==> src/asclk_defines.svh <==
// Offsets, field positions, reset values and timing counts of the clock unit.
// Assumes byte addresses on an 8-bit register port, one 32-bit word each.
`ifndef ASCLK_DEFINES_SVH
`define ASCLK_DEFINES_SVH

`define ASCLK_OFF_MAIN 8'h00
`define ASCLK_OFF_CLKCTL 8'h04
`define ASCLK_OFF_SYNC 8'h08
`define ASCLK_OFF_FLAGS 8'h0C
`define ASCLK_OFF_MASK 8'h10

`define ASCLK_MAIN_ENABLE 0
`define ASCLK_MAIN_CKEN 1
`define ASCLK_SYNC_CKEN 1

`define ASCLK_CC_MASTER_CLOCK_OUT_ENABLE 0
`define ASCLK_CC_MASTER_CLOCK_SOURCE_SELECT 1
`define ASCLK_CC_SERIAL_CLOCK_SOURCE_SELECT 2
`define ASCLK_CC_SLOTW_LSB 3
`define ASCLK_CC_NSLOT_LSB 8
`define ASCLK_CC_SCKDIV_LSB 16
`define ASCLK_CC_SERIAL_CLOCK_DIVIDER_LSB 24

`define ASCLK_FLAG_FRAME 0
`define ASCLK_FLAG_SYNC 1
`define ASCLK_FLAG_BUSERR 2
`define ASCLK_NUM_FLAGS 3

`define ASCLK_RST_WORD 32'h0000_0000
`define ASCLK_SYNC_CYCLES 3

`endif

==> src/asclk_pkg.sv <==
// Types shared by the clock unit modules.
// Assumes the defines header is compiled alongside.
package asclk_pkg;
  typedef logic [31:0] asclk_word_t;
  typedef logic [7:0] asclk_addr_t;
  typedef enum logic [0:0] {
    ASCLK_SYNC_IDLE = 1'b0,
    ASCLK_SYNC_BUSY = 1'b1
  } asclk_sync_t;
endpackage

==> src/asclk_div_if.sv <==
// Carrier between the clock unit top and one of its divider channels.
// Assumes both ends share the source clock.
`timescale 1ns/1ns
interface asclk_div_if #(parameter int DIV_W = 8);
  logic en;
  logic [DIV_W-1:0] div;
  logic tick;
  logic level;
  modport ctl (output en, output div, input tick, input level);
  modport chan (input en, input div, output tick, output level);
endinterface

==> src/asclk_div.sv <==
// Integer clock divider: period of div+1 source cycles.
// Assumes en and div come from registers on the same clock.
`timescale 1ns/1ns
module asclk_div #(
  parameter int DIV_W = 8
) (
  input wire logic ref_clk,
  input wire logic rst_n,
  asclk_div_if.chan d
);
  import asclk_pkg::*;

  logic [DIV_W-1:0] cnt;
  logic level;
  logic [DIV_W-1:0] next_cnt;
  logic [DIV_W-1:0] half;

  // Period of div+1 cycles; high for the first half, rounded down
  assign next_cnt = (!d.en || cnt >= d.div) ? '0 : DIV_W'(cnt + 1'b1);
  assign half = DIV_W'(({1'b0, d.div} + 1'b1) >> 1);
  assign d.tick = d.en && (cnt == '0);
  assign d.level = level;

  always_ff @(posedge ref_clk or negedge rst_n) begin
    if (!rst_n) begin
      cnt <= '0;
      level <= 1'b0;
    end else begin
      cnt <= next_cnt;
      level <= d.en && (next_cnt < half);
    end
  end

  a_div_idle_low: assert property (@(posedge ref_clk) disable iff (!rst_n)
    !d.en |=> !level) else $error("divider output high while disabled");
  a_div_tick_gap: assert property (@(posedge ref_clk) disable iff (!rst_n)
    (d.tick && d.div == DIV_W'(1) && $stable(d.en)) |=> (!d.tick || !d.en))
    else $error("divider tick came early");
endmodule

==> src/asclk_top.sv <==
// Clock unit of a serial audio controller: master clock, bit clock, frame sync.
// Assumes ref_clk is the unit source clock and a same-clock register master.
`timescale 1ns/1ns
`include "asclk_defines.svh"

module asclk_top #(
  parameter int DIV_W = 8,
  parameter int SYNC_CYC = `ASCLK_SYNC_CYCLES
) (
  input wire logic ref_clk,
  input wire logic rst_n,
  input wire asclk_pkg::asclk_addr_t reg_addr,
  input wire asclk_pkg::asclk_word_t reg_wdata,
  input wire logic reg_wr,
  input wire logic reg_rd,
  output asclk_pkg::asclk_word_t reg_rdata,
  output logic master_clock_pin,
  output logic serial_bit_clock_pin,
  output logic frame_sync,
  output logic bus_error,
  output logic irq
);
  import asclk_pkg::*;

  if (DIV_W < 1 || DIV_W > 8) begin : g_bad_div
    $error("DIV_W must lie in 1..8");
  end
  if (SYNC_CYC < 1 || SYNC_CYC > 15) begin : g_bad_sync
    $error("SYNC_CYC must lie in 1..15");
  end

  function automatic logic hit(input asclk_addr_t a, input asclk_addr_t off);
    hit = (a == off);
  endfunction

  // Last bit index of a slot: eight times code+1, minus one
  function automatic logic [4:0] slot_last(input logic [1:0] code);
    slot_last = {code, 3'b111};
  endfunction

  asclk_div_if #(.DIV_W(DIV_W)) mck_if ();
  asclk_div_if #(.DIV_W(DIV_W)) sck_if ();

  // Register state
  logic main_enable;
  logic cken_req;
  logic cken_eff;
  asclk_word_t clock_unit_control;
  logic [`ASCLK_NUM_FLAGS-1:0] interrupt_flags;
  logic [`ASCLK_NUM_FLAGS-1:0] interrupt_mask;
  asclk_sync_t sync_state;
  logic [3:0] sync_cnt;

  // Framing state
  logic [4:0] bit_cnt;
  logic [2:0] slot_cnt;
  logic mck_on;
  logic sck_on;

  // Decode
  logic wr_main;
  logic wr_clkctl;
  logic wr_flags;
  logic wr_mask;
  logic mapped;
  logic sync_busy;
  logic main_ok;
  logic bus_err_evt;
  logic sync_done_evt;
  logic frame_evt;
  asclk_word_t rd_word;
  logic [`ASCLK_NUM_FLAGS-1:0] flag_set;
  logic [`ASCLK_NUM_FLAGS-1:0] flag_clr;
  logic [`ASCLK_NUM_FLAGS-1:0] next_flags;
  logic [`ASCLK_NUM_FLAGS-1:0] next_mask;

  // Fields of the clock unit control word
  logic master_clock_out_enable;
  logic master_clock_source_select;
  logic serial_clock_source_select;
  logic [1:0] slot_width_code;
  logic [2:0] slots_per_frame_field;
  logic [DIV_W-1:0] serial_clock_divider;
  logic [DIV_W-1:0] master_clock_out_divider;

  assign master_clock_out_enable = clock_unit_control[`ASCLK_CC_MASTER_CLOCK_OUT_ENABLE];
  assign master_clock_source_select = clock_unit_control[`ASCLK_CC_MASTER_CLOCK_SOURCE_SELECT];
  assign serial_clock_source_select = clock_unit_control[`ASCLK_CC_SERIAL_CLOCK_SOURCE_SELECT];
  assign slot_width_code = clock_unit_control[`ASCLK_CC_SLOTW_LSB +: 2];
  assign slots_per_frame_field = clock_unit_control[`ASCLK_CC_NSLOT_LSB +: 3];
  assign serial_clock_divider = clock_unit_control[`ASCLK_CC_SCKDIV_LSB +: DIV_W];
  assign master_clock_out_divider = clock_unit_control[`ASCLK_CC_SERIAL_CLOCK_DIVIDER_LSB +: DIV_W];

  assign wr_main = reg_wr && hit(reg_addr, `ASCLK_OFF_MAIN);
  assign wr_clkctl = reg_wr && hit(reg_addr, `ASCLK_OFF_CLKCTL);
  assign wr_flags = reg_wr && hit(reg_addr, `ASCLK_OFF_FLAGS);
  assign wr_mask = reg_wr && hit(reg_addr, `ASCLK_OFF_MASK);
  assign mapped = hit(reg_addr, `ASCLK_OFF_MAIN) || hit(reg_addr, `ASCLK_OFF_CLKCTL)
    || hit(reg_addr, `ASCLK_OFF_SYNC) || hit(reg_addr, `ASCLK_OFF_FLAGS)
    || hit(reg_addr, `ASCLK_OFF_MASK);

  assign sync_busy = (sync_state == ASCLK_SYNC_BUSY);
  assign main_ok = wr_main && !sync_busy;
  assign bus_err_evt = wr_main && sync_busy;
  assign sync_done_evt = sync_busy && (sync_cnt == 4'h1);

  // Pin channels only run with the unit and its clock enabled
  // Enables and divisors to both channels
  assign mck_if.en = mck_on;
  assign mck_if.div = master_clock_out_divider;
  assign sck_if.en = sck_on;
  assign sck_if.div = serial_clock_divider;

  asclk_div #(.DIV_W(DIV_W)) u_mck_div (
    .ref_clk(ref_clk),
    .rst_n(rst_n),
    .d(mck_if.chan)
  );

  asclk_div #(.DIV_W(DIV_W)) u_sck_div (
    .ref_clk(ref_clk),
    .rst_n(rst_n),
    .d(sck_if.chan)
  );

  // Master pin gated by its enable
  // Divisor zero passes the source clock; only here a pin is not a flop
  assign master_clock_pin = (master_clock_out_divider == '0) ? (mck_on & ref_clk)
    : mck_if.level;
  assign serial_bit_clock_pin = (serial_clock_divider == '0) ? (sck_on & ref_clk)
    : sck_if.level;

  // Read multiplexer; unmapped addresses read zero
  assign rd_word = hit(reg_addr, `ASCLK_OFF_MAIN) ? {30'h0, cken_req, main_enable}
    : hit(reg_addr, `ASCLK_OFF_CLKCTL) ? clock_unit_control
    : hit(reg_addr, `ASCLK_OFF_SYNC) ? {30'h0, sync_busy, 1'b0}
    : hit(reg_addr, `ASCLK_OFF_FLAGS) ? {29'h0, interrupt_flags}
    : hit(reg_addr, `ASCLK_OFF_MASK) ? {29'h0, interrupt_mask}
    : `ASCLK_RST_WORD;

  assign flag_set = {bus_err_evt, sync_done_evt, frame_evt};
  assign flag_clr = wr_flags ? reg_wdata[`ASCLK_NUM_FLAGS-1:0] : '0;
  assign next_flags = (interrupt_flags & ~flag_clr) | flag_set;
  assign next_mask = wr_mask ? reg_wdata[`ASCLK_NUM_FLAGS-1:0] : interrupt_mask;

  always_ff @(posedge ref_clk or negedge rst_n) begin
    if (!rst_n) begin
      reg_rdata <= `ASCLK_RST_WORD;
    end else begin
      reg_rdata <= reg_rd ? rd_word : `ASCLK_RST_WORD;
    end
  end

  always_ff @(posedge ref_clk or negedge rst_n) begin
    if (!rst_n) begin
      clock_unit_control <= `ASCLK_RST_WORD;
    end else if (wr_clkctl) begin
      clock_unit_control <= reg_wdata;
    end
  end

  always_ff @(posedge ref_clk or negedge rst_n) begin
    if (!rst_n) begin
      main_enable <= 1'b0;
      cken_req <= 1'b0;
    end else if (main_ok) begin
      main_enable <= reg_wdata[`ASCLK_MAIN_ENABLE];
      cken_req <= reg_wdata[`ASCLK_MAIN_CKEN];
    end
  end

  // Clock enable takes effect only after the count
  always_ff @(posedge ref_clk or negedge rst_n) begin
    if (!rst_n) begin
      sync_state <= ASCLK_SYNC_IDLE;
      sync_cnt <= 4'h0;
      cken_eff <= 1'b0;
    end else begin
      case (sync_state)
        ASCLK_SYNC_IDLE: begin
          if (main_ok) begin
            sync_state <= ASCLK_SYNC_BUSY;
            sync_cnt <= 4'(SYNC_CYC);
          end
        end
        ASCLK_SYNC_BUSY: begin
          sync_cnt <= 4'(sync_cnt - 4'h1);
          if (sync_done_evt) begin
            sync_state <= ASCLK_SYNC_IDLE;
            cken_eff <= cken_req;
          end
        end
        default: begin
          sync_state <= ASCLK_SYNC_IDLE;
          sync_cnt <= 4'h0;
        end
      endcase
    end
  end

  // Masked flags ORed onto one line
  always_ff @(posedge ref_clk or negedge rst_n) begin
    if (!rst_n) begin
      interrupt_flags <= '0;
      interrupt_mask <= '0;
      irq <= 1'b0;
      bus_error <= 1'b0;
    end else begin
      interrupt_flags <= next_flags;
      interrupt_mask <= next_mask;
      irq <= |(next_flags & next_mask);
      bus_error <= bus_err_evt;
    end
  end

  // Channel enables registered so the pins start clean
  // Other clock sources are absent in this build: a set master select stops both pins, a set serial select only the bit clock pin
  always_ff @(posedge ref_clk or negedge rst_n) begin
    if (!rst_n) begin
      mck_on <= 1'b0;
      sck_on <= 1'b0;
    end else begin
      mck_on <= cken_eff && main_enable && master_clock_out_enable
        && !master_clock_source_select;
      sck_on <= cken_eff && main_enable && !master_clock_source_select
        && !serial_clock_source_select;
    end
  end

  logic bit_last;
  logic slot_last_hit;
  logic [4:0] next_bit;
  logic [2:0] next_slot;

  assign bit_last = (bit_cnt >= slot_last(slot_width_code));
  assign slot_last_hit = (slot_cnt >= slots_per_frame_field);
  assign next_bit = bit_last ? 5'h00 : 5'(bit_cnt + 5'h01);
  assign next_slot = !bit_last ? slot_cnt : slot_last_hit ? 3'h0 : 3'(slot_cnt + 3'h1);
  // Frame starts at bit zero of slot zero
  assign frame_evt = sck_on && sck_if.tick && (bit_cnt == 5'h00) && (slot_cnt == 3'h0);

  always_ff @(posedge ref_clk or negedge rst_n) begin
    if (!rst_n) begin
      bit_cnt <= 5'h00;
      slot_cnt <= 3'h0;
      frame_sync <= 1'b0;
    end else if (!sck_on) begin
      bit_cnt <= 5'h00;
      slot_cnt <= 3'h0;
      frame_sync <= 1'b0;
    end else if (sck_if.tick) begin
      bit_cnt <= next_bit;
      slot_cnt <= next_slot;
      if (frame_evt) begin
        frame_sync <= !frame_sync;
      end
    end
  end

  // Busy cycle count, kept apart from the down-counter it checks
  logic [3:0] busy_len;

  always_ff @(posedge ref_clk or negedge rst_n) begin
    if (!rst_n) begin
      busy_len <= 4'h0;
    end else begin
      busy_len <= sync_busy ? 4'(busy_len + 4'h1) : 4'h0;
    end
  end

  a_busy_after_write: assert property (@(posedge ref_clk) disable iff (!rst_n)
    main_ok |=> sync_busy) else $error("busy not set after control write");
  a_busy_length: assert property (@(posedge ref_clk) disable iff (!rst_n)
    $fell(sync_busy) |-> busy_len == 4'(SYNC_CYC))
    else $error("busy length wrong");
  a_bus_error_flag: assert property (@(posedge ref_clk) disable iff (!rst_n)
    (wr_main && sync_busy) |=> bus_error && interrupt_flags[`ASCLK_FLAG_BUSERR]
    && $stable(cken_req)) else $error("busy write not refused");
  a_no_stray_error: assert property (@(posedge ref_clk) disable iff (!rst_n)
    !(wr_main && sync_busy) |=> !bus_error) else $error("bus error without busy write");
  // Line equals OR of masked flags
  a_irq_or_masked: assert property (@(posedge ref_clk) disable iff (!rst_n)
    irq == |(interrupt_flags & interrupt_mask)) else $error("irq mismatch");
  a_flag_sticky: assert property (@(posedge ref_clk) disable iff (!rst_n)
    (interrupt_flags[`ASCLK_FLAG_FRAME] && !(wr_flags && reg_wdata[`ASCLK_FLAG_FRAME]))
    |=> interrupt_flags[`ASCLK_FLAG_FRAME]) else $error("flag dropped");
  a_set_wins_clear: assert property (@(posedge ref_clk) disable iff (!rst_n)
    (frame_evt && wr_flags) |=> interrupt_flags[`ASCLK_FLAG_FRAME])
    else $error("event lost on clear");
  a_fs_toggle: assert property (@(posedge ref_clk) disable iff (!rst_n)
    frame_evt |=> frame_sync != $past(frame_sync)) else $error("frame sync stuck");
  a_fs_idle_low: assert property (@(posedge ref_clk) disable iff (!rst_n)
    !sck_on |=> !frame_sync) else $error("frame sync high while stopped");
  a_fs_steady: assert property (@(posedge ref_clk) disable iff (!rst_n)
    (sck_on && !frame_evt) |=> $stable(frame_sync) || !sck_on)
    else $error("frame sync moved mid frame");
  a_mck_gate: assert property (@(posedge ref_clk) disable iff (!rst_n)
    !master_clock_out_enable |=> !mck_on) else $error("master clock not gated");
  a_mck_follows: assert property (@(posedge ref_clk) disable iff (!rst_n)
    (cken_eff && main_enable && master_clock_out_enable && !master_clock_source_select)
    |=> mck_on) else $error("master clock not started");
  // Read data zero between reads
  a_rdata_idle: assert property (@(posedge ref_clk) disable iff (!rst_n)
    !reg_rd |=> reg_rdata == `ASCLK_RST_WORD) else $error("read data outside read slot");
  a_rdata_unmapped: assert property (@(posedge ref_clk) disable iff (!rst_n)
    (reg_rd && !mapped) |=> reg_rdata == `ASCLK_RST_WORD)
    else $error("unmapped read nonzero");
endmodule

==> config.mk <==
export PLATFORM = sky130hd
export DESIGN_NAME = asclk_top
export DESIGN_NICKNAME = d
export VERILOG_FILES = /design/src/asclk_pkg.sv /design/src/asclk_div_if.sv /design/src/asclk_div.sv /design/src/asclk_top.sv
export VERILOG_INCLUDE_DIRS = /design/src
export SDC_FILE = /design/constraint.sdc
export NUM_CORES = 1
export LEC_CHECK = 0
export ABC_CLOCK_PERIOD_IN_PS = 3000
export BUFFER_PORTS_ARGS = -buffer_cell sky130_fd_sc_hd__buf_2
export CAP_MARGIN = 0
export CORE_MARGIN = 2
export CORE_UTILIZATION = 30
export CTS_CLUSTER_DIAMETER = 200
export DETAILED_ROUTE_END_ITERATION = 6
export SYNTH_ARGS = -nofsm -noshare
export SYNTH_HDL_FRONTEND = slang
export SYNTH_HIERARCHICAL = 1
export SYNTH_SLANG_ARGS = --single-unit
==> constraint.sdc <==
create_clock -name ref_clk -period 3 [get_ports ref_clk]
set_input_delay 0.6 -clock ref_clk [delete_from_list [all_inputs] [get_ports ref_clk]]
set_output_delay 0.6 -clock ref_clk [all_outputs]
set_load 0.01 [all_outputs]
==> metrics.md <==
| Metric | Value |
|---|---|
| DP HPWL | `9880 um` |
| Final Hold Fails | `0` |
| Gpl congestion | `0.839` |
| Port buffer count | `80` |
| Cell family with most CP delay | `compound AO/OA/AOI/OAI gates` |
| Vias in the first global route | `4433` |
| Max-Cap Viols | `0` |
| Fill cells | `1834` |
| Worst Reg-to-Reg Cells | `11` |
| Total track usage | `13.9%` |
| Critical Path, Cell by Cell | `inv_1, ha_1, a211oi_2, o21ai_1, a221o_2, nor2_1, ha_1, a21o_1, o21ai_1, o2111ai_1, o21ai_1` |
| CP Class | `flop to flop` |
| VDD IR max | `0.250 mV` |
| CTS tree | `done` |
| Total wire length | `13200 um` |
| Layout area overhead | `20.8%` |
| Min-delay worst type | `input pin to async pin` |
| Setup TNS | `0 ns` |
| Crit path max fanout | `8` |
| Skew-Pair Late Insertion Delay | `0.46 ns` |
| Register-to-register setup slack | `0.22 ns` |
| Design Power | `3.33 mW` |
| Drt first pass iters | `4` |
| Largest net degree at the start of global routing | `65` |
| Die Y | `142 um` |
| DR vias/cell | `4.91` |
| Worst r2r src | `clock_unit_control[19]` |
| Slowest CP cell | `a221o_2` |
| Syn_nets | `581` |
| Net count, final | `682` |
| Crit path buf inv count | `1` |
| Status | `finished, final reports clean` |
| Min cycle time layout | `2.78 ns` |
| Type of origin of the critical path | `flop` |
| Initial DRC Count | `242` |
| Share of post-route cells with drive strength above 1 | `29.4%` |
| Cell area after synthesis | `5690 sq um` |
| DRC | `0` |
| Total core area | `18600 sq um` |
| Total gr overflow | `0` |
| PD cells | `485 nW/um^2` |
| Total number of vias | `4078` |
| Routed len/inst | `15.9 um` |
| Starting Density | `30.5%` |
| Slew HR | `59.9%` |
| Part of the cycle the worst path needs | `92.6%` |
| Highest Clock Rate | `360 MHz` |
| Worst R2R End | `u_sck_div/d.level` |
| DRT antenna net count | `0` |
| Worst-Margin Slew | `0.601 ns` |
| First-pass GRT wire length | `22000 um` |
| Clk_skew | `0.00667 ns` |
| Reg clk slew, reported paths | `0.06 ns` |
| Yosys warns | `6` |
| Arr. time, crit path | `3.16 ns` |
| Cells after Synth | `490` |
| Initial antenna violation count | `0` |
| Die X | `142 um` |
| Final setup vio count | `0` |
| Leakage | `3.55 nW` |
| Worst path depth | `11` |
| Mean area per synthesized cell | `11.6 sq um` |
| Post-CTS Hold Buffers | `0` |
| RSZ-0062 raised after global routing | `false` |
| Max-slew violations | `0` |
| IO Count | `81` |
| Crit path largest cell delay | `0.48 ns` |
| Ant diodes | `0` |
| Rows | `50` |
| CP required | `3.39 ns` |
| Die Area | `20100 sq um` |
| CP Capture Type | `flop` |
| Most common cell on crit path | `o21ai_1` |
==> registers in the layout, summed over array words and instances, names as in the netlist, 3 cells and up <==
| register | count |
|---|---|
| u_sck_div/cnt | 8 |
| interrupt_flags | 3 |
| clock_unit_control | 32 |
| interrupt_mask | 3 |
| slot_cnt | 3 |
| sync_cnt | 4 |
| u_mck_div/cnt | 8 |
| reg_rdata | 32 |
| bit_cnt | 5 |
==> where the power goes <==
part	internal [mW]	total, mW	switching [mW]
Combinational	0.140	0.297	0.157
Clock	0.876	1.45	0.577
Sequential	1.53	1.58	0.0551
Total	2.54	3.33	0.789
==> cell usage in the layout, fill, tap and decap left out, types with 5 or more instances in the layout <==
cell type    n
a21o_1       9
buf_4       17
clkbuf_16   13
a21oi_1      6
mux2_4      30
mux2_2      10
nand4_1      5
ha_1        47
inv_1       37
a21boi_0     5
nand2_1     17
buf_2       79
and3_1      36
o21ai_1      6
xnor2_1     14
nand2b_1     6
nor2_2       7
o21ai_0      6
dfrtp_1    106
nand3_1     24
nor3_1      12
nor2_1      21
xor2_1      13
==> worst max-delay path by stage <==
stage / from / end / slack, ns
floorplan: clock_unit_control[19] / u_sck_div/d.level / 0.48
global placement: u_sck_div/cnt[0] / u_sck_div/d.level / 0.22
detailed placement: clock_unit_control[27] / u_mck_div/d.level / 0.09
CTS: clock_unit_control[27] / u_mck_div/d.level / 0.07
global route: u_mck_div/cnt[0] / u_mck_div/d.level / 0.001
finish: clock_unit_control[19] / u_sck_div/d.level / 0.22
==> layer usage <==
layer  GRT usage [%]  vias to the layer above  part of all wire, %
li1                -                     1956                    -
met3            2.63                       20                  3.5
met1            17.2                     2019                   45
met2            23.3                       83                   50
met5               0                        -                    0
met4            6.74                        0                  2.0
==> per-stage QoR <==
step | setup slack [ns] | util [%] | area, sq um | hold slack (ns) | instances
finish | 0.222 | 36.9 | 6870 | 0.138 | 830
global route | 0.00139 | 36.9 | 6870 | 0.161 | 830
CTS | 0.0678 | 36.7 | 6840 | 0.148 | 829
detailed placement | 0.0927 | 34.6 | 6450 | 0.487 | 809
global placement | 0.223 | 34.6 | 6450 | 0.468 | 809
floorplan | 0.483 | - | 5690 | 0.304 | 490
==> cell type report <==
type	count	area, sq um	area share (%)
Clock buffer	18	347	5.04
Sequential cell	109	2730	39.7
Inverter	37	139	2.02
Clock inverter	4	50.0	0.728
Multi-Input combinational cell	333	2780	40.5
Tap cell	234	293	4.26
Timing Repair Buffer	95	533	7.76
==> what timing repair did <==
action	4_1_cts	5_1_grt
setup endpoints to repair	0	2
setup buffers	0	1
resized for setup	0	13
endpoints found under the hold margin	0	0
Power figures use the tool's default switching activity.
